--- config.mk ---
export PLATFORM = sky130hd
export DESIGN_NAME = watchdog_with_beeper
export DESIGN_NICKNAME = d
export VERILOG_FILES = /design/src/pkg/wdt_tone_output_pin_pkg.sv /design/src/hdl/watchdog_with_beeper.sv
export SDC_FILE = /design/constraint.sdc
export NUM_CORES = 1
export LEC_CHECK = 0
export ABC_CLOCK_PERIOD_IN_PS = 3600
export BUFFER_PORTS_ARGS = -buffer_cell sky130_fd_sc_hd__buf_2
export CAP_MARGIN = 20
export CELL_PAD_IN_SITES_DETAIL_PLACEMENT = 1
export CELL_PAD_IN_SITES_GLOBAL_PLACEMENT = 2
export CORE_ASPECT_RATIO = 1.75
export CORE_UTILIZATION = 36
export CTS_CLUSTER_SIZE = 20
export DETAILED_ROUTE_END_ITERATION = 10
export PLACE_DENSITY_LB_ADDON = 0.1
export SLEW_MARGIN = 20
export SYNTH_ARGS = -nofsm -noshare
export SYNTH_HDL_FRONTEND = slang
export SYNTH_SLANG_ARGS = --single-unit
--- constraint.sdc ---
create_clock -name clk_i -period 3.6 [get_ports clk_i]
set_clock_uncertainty 0.1 [all_clocks]
set_input_delay 0.18 -clock clk_i [delete_from_list [all_inputs] [get_ports clk_i]]
set_output_delay 0.18 -clock clk_i [all_outputs]
set_load 0.02 [all_outputs]
--- src/pkg/wdt_tone_output_pin_pkg.sv ---
// constants, types and helpers for the watchdog timer and beeper block
// *****************************************************************
// Notes on behaviour
// RULE_01: Setting the run flag starts an 8-bit up-counter that advances once per selected counting-clock tick.
// RULE_02: The counter takes its starting value from the data register when counting begins.
// RULE_03: The data register reads back the current eight-bit count.
// RULE_04: An overflow past 8'hff of the running counter raises a watchdog interrupt request.
// RULE_05: Control bit 3 chooses whether the overflow interrupt is maskable or non-maskable.
// RULE_06: A 1 in the interrupt-type bit selects the non-maskable interrupt, a 0 the maskable one.
// RULE_07: A maskable watchdog interrupt is suppressed while the external watchdog enable bit is 0.
// RULE_08: Writing 1 to control bit 4 reloads the counter from the start value and the bit then clears itself.
// RULE_09: Once counting, writing 1 to the run or restart bit never stops the counter, it only restarts it.
// RULE_10: The counter keeps running in idle mode and halts in power-down mode.
// RULE_11: Clock select 000 counts every system clock, 001 to 111 divide by 2^3,2^4,2^5,2^7,2^9,2^11,2^13.
// RULE_12: After an overflow the counter reloads the start value and keeps counting, interrupting again on each overflow.
// RULE_13: The beeper produces a square wave at one of four tones.
// RULE_14: Tone codes 00,01,10,11 divide the oscillator clock by 6000,3000,1600,900, sounding only while bit 7 is 1.
// RULE_15: The square wave leaves on the port 4 bit 7 pin as its alternate function.
// RULE_16: Software picks the tone, then sets the pin latch to 1, then sets the pin direction to output.
// *****************************************************************
package wdt_tone_output_pin_pkg;

  localparam logic [7:0] CTRL_ADDR  = 8'hf8;
  localparam logic [7:0] COUNT_ADDR = 8'hf9;
  localparam logic [7:0] CTRL_RESET = 8'h00;
  localparam logic [7:0] DATA_RESET = 8'h00;
  localparam logic [7:0] COUNT_MAX  = 8'hff;
  localparam int         RESTART_BIT = 4;
  localparam int         PRESC_W    = 13;
  localparam int         TONE_OUTPUT_PIN_CNT_W = 12;

  localparam int WDT_EXP [8] = '{0, 3, 4, 5, 7, 9, 11, 13};
  localparam int TONE_OUTPUT_PIN_DIV [4] = '{6000, 3000, 1600, 900};

  // control register layout, msb first
  typedef struct packed {
    logic       beeper_run_bit;
    logic [1:0] tone_select;
    logic       watchdog_restart_bit;
    logic       watchdog_interrupt_type_bit;
    logic [2:0] watchdog_clock_select;
  } ctrl_type;

  typedef enum logic [1:0] {
    WDT_STOPPED  = 2'b01,
    WDT_COUNTING = 2'b10
  } wdt_state_type;

  // one counting tick when the low prescaler bits are all ones
  function automatic logic wdt_tick(input logic [2:0] sel,
                                    input logic [PRESC_W-1:0] presc);
    logic [PRESC_W:0]   one;
    logic [PRESC_W-1:0] mask;
    one  = (PRESC_W+1)'(1) << WDT_EXP[sel];
    mask = PRESC_W'(one - (PRESC_W+1)'(1));
    return (presc & mask) == mask;
  endfunction : wdt_tick

  // last count of a half tone period
  function automatic logic [TONE_OUTPUT_PIN_CNT_W-1:0] tone_output_pin_half_last(
    input logic [1:0] tone);
    return TONE_OUTPUT_PIN_CNT_W'(TONE_OUTPUT_PIN_DIV[tone] / 2 - 1);
  endfunction : tone_output_pin_half_last

endpackage : wdt_tone_output_pin_pkg

--- src/hdl/watchdog_with_beeper.sv ---
// watchdog timer with beeper tone generator on the special register bus
`timescale 1ns/10ps

module watchdog_with_beeper
  import wdt_tone_output_pin_pkg::*;
(
  input  wire logic       clk_i,
  input  wire logic       sys_rst_i,
  input  wire logic [7:0] sfr_addr_i,
  input  wire logic       sfr_wr_i,
  input  wire logic       sfr_rd_i,
  input  wire logic [7:0] sfr_wdata_i,
  output logic      [7:0] sfr_rdata_o,
  input  wire logic       watchdog_interrupt_enable_i,
  input  wire logic       idle_i,
  input  wire logic       power_down_i,
  input  wire logic       port4_latch_i,
  input  wire logic       port4_dir_out_i,
  output logic            watchdog_run_flag_o,
  output logic            wdt_irq_o,
  output logic            wdt_nmi_o,
  output logic            tone_output_pin_o,
  output logic            tone_output_pin_oe_o
);

  // *****************************************************************
  // register access decode
  // *****************************************************************

  logic wr_ctrl;
  logic wr_data;
  logic rd_ctrl;
  logic rd_data;

  assign wr_ctrl = sfr_wr_i && (sfr_addr_i == CTRL_ADDR);
  assign wr_data = sfr_wr_i && (sfr_addr_i == COUNT_ADDR);
  assign rd_ctrl = sfr_rd_i && (sfr_addr_i == CTRL_ADDR);
  assign rd_data = sfr_rd_i && (sfr_addr_i == COUNT_ADDR);

  // *****************************************************************
  // control and start value registers
  // *****************************************************************

  ctrl_type             ctrl_ff;
  logic [7:0]           start_ff;
  logic                 restart_ff;
  wdt_state_type        state_ff;
  logic [7:0]           count_ff;
  logic [PRESC_W-1:0]   presc_ff;
  logic                 tick;
  logic                 overflow;
  ctrl_type             ctrl_wr;

  assign ctrl_wr = ctrl_type'(sfr_wdata_i);

  always_ff @(posedge clk_i)
  begin
    if (sys_rst_i)
      ctrl_ff <= ctrl_type'(CTRL_RESET);
    else if (wr_ctrl)
    begin
      ctrl_ff <= ctrl_wr;
      ctrl_ff.watchdog_restart_bit <= 1'b0;
    end
  end

  always_ff @(posedge clk_i)
  begin
    if (sys_rst_i)
      start_ff <= DATA_RESET;
    else if (wr_data)
      start_ff <= sfr_wdata_i;
  end

  // restart request lives one cycle, then clears by itself
  always_ff @(posedge clk_i)
  begin
    if (sys_rst_i)
      restart_ff <= 1'b0;
    else
      restart_ff <= wr_ctrl && sfr_wdata_i[RESTART_BIT]; // RULE_08
  end

  // *****************************************************************
  // run state: only reset returns the watchdog to stopped
  // *****************************************************************

  always_ff @(posedge clk_i)
  begin
    if (sys_rst_i)
      state_ff <= WDT_STOPPED;
    else
    begin
      unique case (state_ff)
        WDT_STOPPED:
          if (restart_ff)
            state_ff <= WDT_COUNTING; // RULE_01
        WDT_COUNTING:
          state_ff <= WDT_COUNTING; // RULE_09
        default:
          state_ff <= WDT_STOPPED;
      endcase
    end
  end

  assign watchdog_run_flag_o = (state_ff == WDT_COUNTING);

  // *****************************************************************
  // prescaler and counter
  // *****************************************************************

  // prescaler freezes in power-down, keeps running in idle
  always_ff @(posedge clk_i)
  begin
    if (sys_rst_i)
      presc_ff <= '0;
    else if (!power_down_i)
      presc_ff <= presc_ff + PRESC_W'(1); // RULE_10
  end

  assign tick = !power_down_i &&
                wdt_tick(ctrl_ff.watchdog_clock_select, presc_ff); // RULE_11
  assign overflow = (state_ff == WDT_COUNTING) && !restart_ff && tick &&
                    (count_ff == COUNT_MAX); // RULE_04

  always_ff @(posedge clk_i)
  begin
    if (sys_rst_i)
      count_ff <= DATA_RESET;
    else if (restart_ff)
      count_ff <= start_ff; // RULE_02 RULE_08
    else if (overflow)
      count_ff <= start_ff; // RULE_12
    else if ((state_ff == WDT_COUNTING) && tick)
      count_ff <= count_ff + 8'h01; // RULE_01
  end

  // *****************************************************************
  // interrupt requests, one-cycle pulses
  // *****************************************************************

  always_ff @(posedge clk_i)
  begin
    if (sys_rst_i)
      wdt_nmi_o <= 1'b0;
    else
      wdt_nmi_o <= overflow && ctrl_ff.watchdog_interrupt_type_bit; // RULE_05 RULE_06
  end

  always_ff @(posedge clk_i)
  begin
    if (sys_rst_i)
      wdt_irq_o <= 1'b0;
    else
      wdt_irq_o <= overflow && !ctrl_ff.watchdog_interrupt_type_bit &&
                   watchdog_interrupt_enable_i; // RULE_07
  end

  // *****************************************************************
  // read data
  // *****************************************************************

  always_ff @(posedge clk_i)
  begin
    if (sys_rst_i)
      sfr_rdata_o <= 8'h00;
    else if (rd_ctrl)
      sfr_rdata_o <= {ctrl_ff.beeper_run_bit, ctrl_ff.tone_select,
                      restart_ff, ctrl_ff.watchdog_interrupt_type_bit,
                      ctrl_ff.watchdog_clock_select};
    else if (rd_data)
      sfr_rdata_o <= count_ff; // RULE_03
    else
      sfr_rdata_o <= 8'h00;
  end

  // *****************************************************************
  // beeper
  // *****************************************************************

  logic [TONE_OUTPUT_PIN_CNT_W-1:0] tone_output_pin_cnt_ff;
  logic                  tone_output_pin_wave_ff;
  logic                  tone_output_pin_last;

  assign tone_output_pin_last = (tone_output_pin_cnt_ff >= tone_output_pin_half_last(ctrl_ff.tone_select));

  always_ff @(posedge clk_i)
  begin
    if (sys_rst_i || !ctrl_ff.beeper_run_bit)
      tone_output_pin_cnt_ff <= '0;
    else if (tone_output_pin_last)
      tone_output_pin_cnt_ff <= '0; // RULE_14
    else
      tone_output_pin_cnt_ff <= tone_output_pin_cnt_ff + TONE_OUTPUT_PIN_CNT_W'(1);
  end

  always_ff @(posedge clk_i)
  begin
    if (sys_rst_i || !ctrl_ff.beeper_run_bit)
      tone_output_pin_wave_ff <= 1'b0; // RULE_14
    else if (tone_output_pin_last)
      tone_output_pin_wave_ff <= !tone_output_pin_wave_ff; // RULE_13
  end

  // alternate function: tone gated by the port latch set to 1
  always_ff @(posedge clk_i)
  begin
    if (sys_rst_i)
      tone_output_pin_o <= 1'b1;
    else if (ctrl_ff.beeper_run_bit)
      tone_output_pin_o <= tone_output_pin_wave_ff && port4_latch_i; // RULE_15 RULE_16
    else
      tone_output_pin_o <= port4_latch_i;
  end

  always_ff @(posedge clk_i)
  begin
    if (sys_rst_i)
      tone_output_pin_oe_o <= 1'b0;
    else
      tone_output_pin_oe_o <= port4_dir_out_i; // RULE_16
  end
endmodule : watchdog_with_beeper

== Yosys cells after proc, flatten, opt, wreduce, memory -nomap -nowiden ==
Memory sizes are Yosys's and may differ from the RTL's.
Cells that the tools add are included.
Cells by class
  $add $sub $neg: 6
  $lt $le $gt $ge: 3
  equality and inequality tests: 7
  shift operators: 1
  mux-type cells: 13
  bitwise gates (word level): 4
  reduce and logical (&&, ||, !) cells: 22
Operators with widths (number)
  32-bit two-way mux: 4
  32-bit binary-select mux with 2-bit select: 1
  8-bit two-way mux: 5
  1-bit by 32-bit << shifter with 13-bit output (first input constant): 1
  8-bit equality test (second input constant): 3
  1-bit logical AND: 14
  13-bit by 1-bit adder with 13-bit output (second input constant): 1
  13-bit bitwise AND: 1
  13-bit equality test: 1
  13-bit by 1-bit subtractor with 13-bit output (second input constant): 1
  12-bit by 1-bit adder with 12-bit output: 1
  12-bit by 1-bit adder with 12-bit output (second input constant): 1
  12-bit greater-or-equal comparator: 1
  12-bit by 2-bit subtractor with 12-bit output (second input constant): 1
  8-bit by 1-bit adder with 8-bit output (second input constant): 1
  1-bit zero test: 5
  4-bit greater-or-equal comparator (second input constant): 1
  3-bit inverter with 4-bit output: 1
  2-bit one-hot mux with 2 select lines: 1
  3-bit greater-or-equal comparator (second input constant): 1
  2-bit inverter with 3-bit output: 1
  3-bit nonzero test: 1
  2-bit by 1-bit equality test with 1-bit output (second input constant): 1
  2-bit equality test (second input constant): 1
  6 further kinds: 6
Storage, ports and cells
  bits in registers: 64
  bits in read-only memories: 256
  input port bits: 25
  output and inout port bits: 13
  logic and storage cells: 73
  memories: 1
Memory list
  (name not given): depth 8, width 32, read ports 1, clocked after Yosys merged registers in 0, write ports 0, line wdt_tone_output_pin_pkg.sv:54  | one = (PRESC_W+1)'(1) << WDT_EXP[sel];

== Longest topological paths before layout ==
Gate-level depths: netlist of the first run.
  depth after elaboration: 13
  mapped depth: 15
  gate-level depth less buffers: 13

== Worst setup path after synthesis of the first run ==
Ideal clock, no wire load.
  kind: reg2reg
  start: register ctrl_ff[1] (netlist name)
  end: register count_ff[1]
  setup time: 0.119 ns
  arrival: 2.660 ns
  data required time: 3.381 ns
  path slack: 0.721 ns
  cell stages (with the launch flop): 15
  path buffers: 1
  period minus slack after synthesis: 2.879 ns
  path through: dfxtp_1 -> buf_6 -> inv_1 -> ha_1 -> nand3_1 -> o21ai_0 -> nand2_1 -> ha_1 -> or2_2 -> o2111ai_1 -> nor4b_2 -> o2111ai_2 -> nor2_4 -> a21oi_1 -> o221a_2
Between the ends
  cells in the longest elaborated chain, start to end: 13
  elaborated cells between the ends (all ways): 15
  classes of those cells: add/sub (1); eq/ne (1); shift (1); mux (4); bitwise (2); reduce/logical (5); memory (1)
Ends and longest elaborated chain
  start, declared: line watchdog_with_beeper.sv:44  | ctrl_type ctrl_ff;
  start signal, assigned: line watchdog_with_beeper.sv:59  | ctrl_ff <= ctrl_type'(CTRL_RESET);
  start signal, assigned: line watchdog_with_beeper.sv:62  | ctrl_ff <= ctrl_wr;
  3-bit inverter with 4-bit output (implied by the code) *: line wdt_tone_output_pin_pkg.sv:54
  memory 8 x 32 bit *
  32-bit two-way mux (implied by the code) * (2 in a row): line wdt_tone_output_pin_pkg.sv:54
  1-bit by 32-bit << shifter with 13-bit output *: line wdt_tone_output_pin_pkg.sv:54
  13-bit by 1-bit subtractor with 13-bit output *: line wdt_tone_output_pin_pkg.sv:55  | mask = PRESC_W'(one - (PRESC_W+1)'(1));
  13-bit bitwise AND: line wdt_tone_output_pin_pkg.sv:56  | return (presc & mask) == mask;
  13-bit equality test *: line wdt_tone_output_pin_pkg.sv:56
  1-bit logical AND *: line watchdog_with_beeper.sv:121  | assign tick = !power_down_i &&
  1-bit logical AND (2 in a row): line watchdog_with_beeper.sv:123  | assign overflow = (state_ff == WDT_COUNTING) && !restart_ff && tick &&
  8-bit two-way mux: line watchdog_with_beeper.sv:132  | else if (overflow)
  8-bit two-way mux: line watchdog_with_beeper.sv:130  | else if (restart_ff)
  end signal, assigned: line watchdog_with_beeper.sv:131  | count_ff <= start_ff;
  end signal, assigned: line watchdog_with_beeper.sv:133  | count_ff <= start_ff;
  end signal, assigned: line watchdog_with_beeper.sv:135  | count_ff <= count_ff + 8'h01;
  end, declared: line watchdog_with_beeper.sv:48  | logic [7:0] count_ff;
Every way passes the cells marked *; elsewhere a longest branch is shown, timed or not. The select of a mux whose other input is x is not followed.
A chain may end at the register's enable or synchronous reset.

== Worst setup path in the final report of the first run ==
  start: register ctrl_ff[1] (netlist name)
  end: register count_ff[5]
The elaborated chain is that of the path after synthesis.

==> metrics.csv, run 1 <==
stage,metric,value,unit
routing,DRT Pass-1 Iters,4,
worst_setup_path,crit path DAT,3.32,ns
routing,Antenna Nets Post-Route,0,
final_layout,"commonest non-fill, non-tap cell in the layout",dfxtp_1,
synth,syn_nets,446,
worst_setup_path,CP startpoint kind,register,
final_layout,synthesis-to-finish area growth,17.4,%
floorplan,total die area,10100,um^2
synth,Synth warnings,0,
floorplan,die extent in y,132,um
pwr,Power Density,397,nW/um^2
final_layout,# nets final,489,
worst_setup_path,"Top cell by count, worst path",ha_1,
routing,Vias/cell,5.27,
place,# port buffers,36,
place,placed insts,545,
clocking,CTS tree,built,
pwr,P_leak,1.68,nW
worst_setup_path,crit-path max cell delay,0.36,ns
place,placed inst area,3770,um^2
pwr,Peak supply drop,0.000251,V
pwr,overall power,1.62,mW
sta,setup violators final,0,
sta,WHS,0.0116,ns
hold_path,worst min path class,in -> reg,
sta,Slew Limit Headroom,49.3,%
final_layout,ant diodes,0,
clocking,clk buf depth,2,
grt,first-pass GRT wire length,16000,um
synth,register bit total from synthesis,64,
routing,remaining routing DRC violations,0,
place,routability cong.,0.762,
sta,TNS Setup,0,ns
grt,initial antenna violation count,0,
synth,number of synthesized flops with an enable pin,0,
synth,number of distinct library cells after synthesis,63,
clocking,setup repair bufs after CTS,0,
floorplan,IO Pins,38,
final_layout,final instance area,4090,um^2
place,Place WS,0.419,ns
worst_setup_path,Crit Path Max Fanout,10,
synth,Syn Inst Count,396,
clocking,Worst-Skew Late Latency,0.33,ns
place,Detail Placement HPWL,7370,um
synth,Mapped Avg Cell Area,8.80,um^2
clocking,CTS Buf Count,9,
final_layout,layout cells sized above 1,16.0,%
sta,final worst-path cycle share,88.5,%
sta,RSZ-0062 raised after global routing,no,
sta,Worst Max-Slew Pin Slew,0.759,ns
worst_setup_path,CP Data Required Time,3.73,ns
floorplan,core area,9410,um^2
sta,fin worst setup slack,0.414,ns
sta,fmax,314,MHz
synth,post-synthesis cell area,3480,um^2
clocking,clk sink count,64,
final_layout,Finished Layout Cells,566,
clocking,root buffer cell,clkbuf_16,
routing,mean routed wirelength per cell,16.8,um
routing,drt total wl,9520,um
floorplan,row count,47,
floorplan,Initial Utilization,37.0,%
synth,Synth Flop Type,dfxtp_1,
clocking,clock-pin slew of the registers on the worst-case setup and hold paths,0.05,ns
grt,largest net degree at the start of global routing,25,
status,status,finished clean,
routing,routed vias,2982,
sta,final number of hold-violating endpoints,0,
final_layout,Final Core Density,43.5,%
worst_setup_path,critical-path cell list,inv_1 > ha_1 > nand3_1 > o21ai_0 > nand2_1 > ha_1 > or2_2 > o2111ai_1 > nor4b_2 > o2111ai_2 > nor2_4 > buf_4 > a21boi_2 > o32ai_1,
sta,Max Slew Vio Count,0,
floorplan,Die W,76.4,um
synth,post-synthesis sequential area ratio,36.8,%
grt,total gr overflow,0,
sta,final worst path period need,3.19,ns
worst_setup_path,CP max-delay cell,ha_1,
run,Max Cap Viol,0,
synth,"FFs w/ async S/R, synth",0,%
worst_setup_path,CP Capture Type,register,
clocking,Max H-tree Level,3,
grt,vias in the first global route,3246,
worst_setup_path,Worst Setup Path Type,reg -> reg,
clocking,post-CTS resize count,0,
routing,1st-iter DRT viols,68,
grt,gr usage total,20.7,%
final_layout,"commonest cells after routing, fill and taps aside","dfxtp_1 (64), nor2_1 (55), buf_2 (36)",
## where the power goes
part	leakage [nW]	switching, mW	total, mW	internal [mW]
Combinational	1.03	0.0585	0.103	0.0450
Sequential	0.517	0.0112	0.734	0.723
Clock	0.130	0.303	0.785	0.482
Total	1.68	0.373	1.62	1.25
## routing by layer
| layer | global-route usage [%] | wire, um |
|---|---|---|
| met5 | 0 | 0 |
| met4 | 10.0 | 342 |
| met3 | 4.43 | 173 |
| met2 | 42.2 | 5640 |
| met1 | 18.5 | 3360 |
## logic make-up (layout without fill, tap and decap cells)
| family | after synthesis | in the layout | synth area share (%) |
|---|---|---|---|
| compound gates | 76 | 76 | 14.7 |
| xor+xnor | 16 | 16 | 4.02 |
| fa+ha+maj | 25 | 25 | 8.98 |
| buf+inv | 32 | 80 | 4.42 |
| flops | 64 | 64 | 36.8 |
| mux | 27 | 27 | 7.79 |
| other cells | 1 | 1 | 0.108 |
| simple gates | 155 | 155 | 23.2 |
## path summary, 6_finish.rpt
kind / startpoint / end / slack (ns) / cells past startpoint
setup / recovery: ctrl_ff[1] / count_ff[5] / 0.41 / 14
hold / removal: sfr_wdata_i[7] / start_ff[7] / 0.01 / 3
setup reg to reg: ctrl_ff[1] / count_ff[5] / 0.41 / 14
hold reg to reg: start_ff[5] / count_ff[5] / 0.37 / 2
## registers in the layout (all words and copies together), names as in the netlist
| register | cells |
|---|---|
| count_ff | 8 |
| ctrl_ff | 7 |
| presc_ff | 13 |
| restart_ff | 1 |
| sfr_rdata_o | 8 |
| start_ff | 8 |
| state_ff | 2 |
| tone_output_pin_cnt_ff | 12 |
| tone_output_pin_o | 1 |
| tone_output_pin_oe_o | 1 |
| tone_output_pin_wave_ff | 1 |
| wdt_irq_o | 1 |
| wdt_nmi_o | 1 |
## cell type report
class	instances	area [um^2]
Multi-Input combinational cell	300	2050
Clock inverter	3	17.5
Fill cell	1149	5320
Clock buffer	13	250
Inverter	17	63.8
Timing Repair Buffer	47	275
Sequential cell	64	1280
Tap cell	122	153
## critical path: cells and delay by family, from the launching register on
kind                     cells  cell delay (ns)
adder cells (fa/ha/maj)      2             0.65
AO/OA/AOI/OAI                5             0.73
AND/OR/NAND/NOR              5             0.95
buffers and inverters        2             0.34
flip-flops                   1             0.32
## Yosys cell counts, types with 2 or more instances
cell      instances  area share (%)
dfxtp_1          64              37
nor2_1           55             5.9
mux2i_1          26             7.5
ha_1             25             9.0
nand2_1          23             2.5
a21oi_1          22             3.2
o21ai_0          20             2.9
inv_1            17             1.8
nand3_1          13             1.9
nor2b_1          12             2.2
xor2_1           12             3.0
and3_1            9             1.6
clkbuf_1          7            0.75
or3_1             7             1.3
nor3_1            5            0.72
a31oi_1           4            0.72
buf_6             4             1.3
nand2b_1          4            0.72
nand4_1           4            0.72
xnor2_1           4             1.0
and2_1            3            0.54
buf_1             3            0.32
nor3b_1           3            0.65
o21a_1            3            0.65
o32ai_1           3            0.75
a21boi_2          2            0.65
a21o_1            2            0.43
nand4b_1          2            0.50
nor4b_1           2            0.50
o22ai_1           2            0.36
or2_2             2            0.36
## what timing repair did
item                       in CTS  in global routing
hold buffers                    5                  0
hold endpoints to repair        6                  0
setup endpoints to repair       0                  0
Power figures use the tool's default switching activity.
==> inputs of run 2 (changes only) <==
Settings changed: ABC_CLOCK_PERIOD_IN_PS 3600 to 2700, CORE_UTILIZATION 36 to 32.
Clock period 3.6 ns to 2.7 ns, I/O delays scaled along.
==> run 2 against run 1 <==
  * The run now ends with setup timing left
  * Cell count increased by 7.8%
  * Fmax increased by 15%
  * Routed wire length increased by 7.7%
  * Total power increased by 56%
  * Count of clock-buffer cells in the layout decreased by 2
  * Hold slack improved by 0.025 ns
  * Flip-flop and latch count unchanged
  * First-iteration DRC count increased by 12%
  * Register-to-register slack got worse by 0.49 ns
  * Sequential share of layout area decreased by 3.2 points
  * Via count increased by 4.7%
  * Combinational power increased by 65%
  * Critical path type unchanged
==> metrics.csv, run 2 (synthesis results as in run 1) <==
stage,metric,value,unit,change
final_layout,max reg flops,13,,unchanged
grt,vias in the first global route,3428,,was 3246
final_layout,multi-input gate area in the final layout,2130,um^2,was 2050 um^2
routing,mean routed wirelength per cell,16.8,um,about the same
routing,remaining routing DRC violations,0,,unchanged
place,routability cong.,0.804,,was 0.762
final_layout,Finished Layout Cells,610,,was 566
clocking,clock-pin slew of the registers on the worst-case setup and hold paths,0.06,ns,was 0.05 ns
floorplan,Die W,80.9,um,was 76.4 um
grt,gr usage total,19.8,%,was 20.7%
worst_setup_path,Worst R2R Start,ctrl_ff[0],,was ctrl_ff[1]
grt,initial antenna violation count,0,,unchanged
grt,total gr overflow,0,,unchanged
floorplan,Initial Utilization,32.8,%,was 37.0%
final_layout,Seq. cell area,1280,um^2,about the same
worst_setup_path,worst setup path start,ctrl_ff[0],,was ctrl_ff[1]
pwr,power share of the sequential group,38.7,%,was 45.2%
sta,WHS,0.0370,ns,was 0.0116 ns
floorplan,IO Pins,38,,unchanged
clocking,clk sink count,64,,unchanged
routing,routed vias,3121,,was 2982
sta,Slew Limit Headroom,66.4,%,was 49.3%
final_layout,# nets final,525,,was 489
clocking,Worst-Skew Late Latency,0.33,ns,about the same
sta,final worst-path cycle share,103,%,was 88.5%
clocking,root buffer cell,clkbuf_16,,unchanged
floorplan,total die area,11300,um^2,was 10100 um^2
status,failing checks,setup timing,,
routing,DRT Pass-1 Iters,4,,unchanged
grt,first-pass GRT wire length,16600,um,was 16000 um
place,# port buffers,36,,unchanged
sta,Worst Max-Slew Pin Slew,0.499,ns,was 0.759 ns
pwr,Peak supply drop,0.000321,V,was 0.000251 V
worst_setup_path,Reg2Reg Setup Slack,-0.08,ns,was 0.41 ns
sta,setup violators final,6,,was 0
worst_setup_path,RR Endpoint,count_ff[1],,was count_ff[5]
routing,Vias/cell,5.12,,was 5.27
worst_setup_path,crit path DAT,2.90,ns,was 3.32 ns
sta,TNS Setup,-0.213,ns,was 0 ns
sta,fin worst setup slack,-0.0787,ns,was 0.414 ns
worst_setup_path,"CP delay by family, top",compound AO/OA/AOI/OAI gates,,was simple AND/OR/NAND/NOR gates
pwr,Comb power frac,6.7,%,was 6.4%
floorplan,row count,50,,was 47
sta,final number of hold-violating endpoints,0,,unchanged
place,Place WS,-0.106,ns,was 0.419 ns
final_layout,synthesis-to-finish area growth,31.0,%,was 17.4%
hold_path,worst min path class,in -> reg,,unchanged
place,placed insts,578,,was 545
worst_setup_path,CP Capture Type,register,,unchanged
sta,final worst path period need,2.78,ns,was 3.19 ns
worst_setup_path,CP Buf/Inv Count,2,,unchanged
final_layout,ant diodes,0,,unchanged
worst_setup_path,CP Data Required Time,2.82,ns,was 3.73 ns
worst_setup_path,Crit Path Max Fanout,5,,was 10
grt,largest net degree at the start of global routing,25,,unchanged
run,Max Cap Viol,0,,unchanged
clocking,Max H-tree Level,3,,unchanged
pwr,Power Density,555,nW/um^2,was 397 nW/um^2
clocking,CTS tree,built,,unchanged
routing,1st-iter DRT viols,76,,was 68
sta,Max Slew Vio Count,0,,unchanged
place,Detail Placement HPWL,7790,um,was 7370 um
routing,Antenna Nets Post-Route,0,,unchanged
routing,drt total wl,10300,um,was 9520 um
worst_setup_path,Worst Setup Path Type,reg -> reg,,unchanged
worst_setup_path,crit path to,count_ff[1],,was count_ff[5]
clocking,clk buf depth,2,,unchanged
worst_setup_path,FF-to-FF path depth,14,,unchanged
worst_setup_path,CP startpoint kind,register,,unchanged
clocking,CTS Buf Count,9,,unchanged
pwr,internal power,2.00,mW,was 1.25 mW
worst_setup_path,critical-path cell list,inv_2 > ha_4 > nand3_4 > o21ai_2 > nand2_1 > ha_1 > or2_4 > o2111ai_4 > nor4b_2 > o2111ai_2 > buf_4 > nor2_4 > a21oi_2 > o221a_2,,was inv_1 > ha_1 > nand3_1 > o21ai_0 > nand2_1 > ha_1 > or2_2 > o2111ai_1 > nor4b_2 > o2111ai_2 > nor2_4 > buf_4 > a21boi_2 > o32ai_1
final_layout,layout cells sized above 1,24.6,%,was 16.0%
sta,fmax,360,MHz,was 314 MHz
final_layout,"Most flops, register",presc_ff,,unchanged
floorplan,die extent in y,140,um,was 132 um
floorplan,core area,10600,um^2,was 9410 um^2
final_layout,"commonest non-fill, non-tap cell in the layout",dfxtp_1,,unchanged
worst_setup_path,WP depth,14,,unchanged
pwr,Clk pwr share,54.6,%,was 48.4%
status,status,"complete, but fails checks",,was finished clean
pwr,switching portion of total power,21.2,%,was 23.0%
sta,RSZ-0062 raised after global routing,yes,,was no
worst_setup_path,CP max-delay cell,dfxtp_2,,was ha_1
worst_setup_path,crit-path max cell delay,0.35,ns,was 0.36 ns
final_layout,largest registers,"presc_ff x13, tone_output_pin_cnt_ff x12",,unchanged
final_layout,"commonest cells after routing, fill and taps aside","dfxtp_1 (62), nor2_1 (53), buf_2 (36)",,"was dfxtp_1 (64), nor2_1 (55), buf_2 (36)"
pwr,Net Sw Power,0.537,mW,was 0.373 mW
pwr,P_leak,1.90,nW,was 1.68 nW
final_layout,final-layout fill cell count,1292,,was 1149
pwr,overall power,2.53,mW,was 1.62 mW
run 2: cell types whose count changed in the layout (fill, tap and decap cells not counted), moves of 2 or more:
cell / change
dfxtp_1: -2
buf_6: +2
dlygate4sd3_1: +6
nor2_1: -2
buf_4: +27
nor2_2: +2
inv_1: -2
bufinv_16: +3
dfxtp_2: +2
o32ai_1: -2
o21ai_0: -3
o32ai_2: +2
o21ai_1: +2
clkbuf_1: -3
run 2: cell type report:
type,count,share of cell area (%)
inverter,17,1.45
multi-input combinational,301,46.8
timing repair buffer,82,12.3
tap,130,3.56
sequential,64,28.1
clock inverter,5,2.25
clock buffer,11,5.54
run 2: per-layer routing:
layer | vias to the layer above | track usage (%) | part of all wire, %
li1 | 1549 | - | -
met1 | 1514 | 17.9 | 36
met2 | 37 | 39.0 | 58
met3 | 21 | 3.45 | 2.0
met4 | 0 | 10.6 | 4.3
met5 | - | 0 | 0
run 2: power by group through the flow:
stage                     Sequential, mW  Combinational (mW)  Clock, mW
after global placement             0.998               0.141          0
after CTS                          0.979               0.166       1.42
after detailed placement            1.00               0.151          0
final                              0.979               0.170       1.38
after global routing               0.981               0.189       1.45
after floorplan                    0.997              0.0872          0
run 2: worst min-delay path by stage:
stage	start	endpoint	slack (ns)	cells past startpoint
after floorplan	port4_dir_out_i	tone_output_pin_oe_o	0.16	1
after CTS	power_down_i	presc_ff[0]	0.02	3
after global routing	power_down_i	presc_ff[0]	0.06	3
final	power_down_i	presc_ff[0]	0.04	3
after global placement	port4_dir_out_i	tone_output_pin_oe_o	0.24	2
after detailed placement	port4_dir_out_i	tone_output_pin_oe_o	0.25	2
run 2: stage by stage:
stage	area [um^2]	util, %
3_5_place_dp	4000	37.6
3_3_place_gp	4000	37.6
6_report	4560	42.9
4_1_cts	4480	42.2
5_1_grt	4560	42.9
2_1_floorplan	3520	-
run 2: worst reg2reg max path, stage by stage (launching register included):
cell and delay [ns]:
dfxtp_2 0.35, inv_2 0.06, ha_4 0.27, nand3_4 0.07, o21ai_2 0.07, nand2_1 0.08, ha_1 0.27, or2_4 0.11
o2111ai_4 0.10, nor4b_2 0.26, o2111ai_2 0.21, buf_4 0.21, nor2_4 0.15, a21oi_2 0.09, o221a_2 0.27
run 2: timing repair:
item,4_1_cts,5_1_grt
gates resized for setup,2,12
buffers inserted,1,3
pin swaps,2,2
gates cloned,1,0
endpoints found under the hold margin,18,0
hold buffers,11,0
setup endpoints to repair,10,10
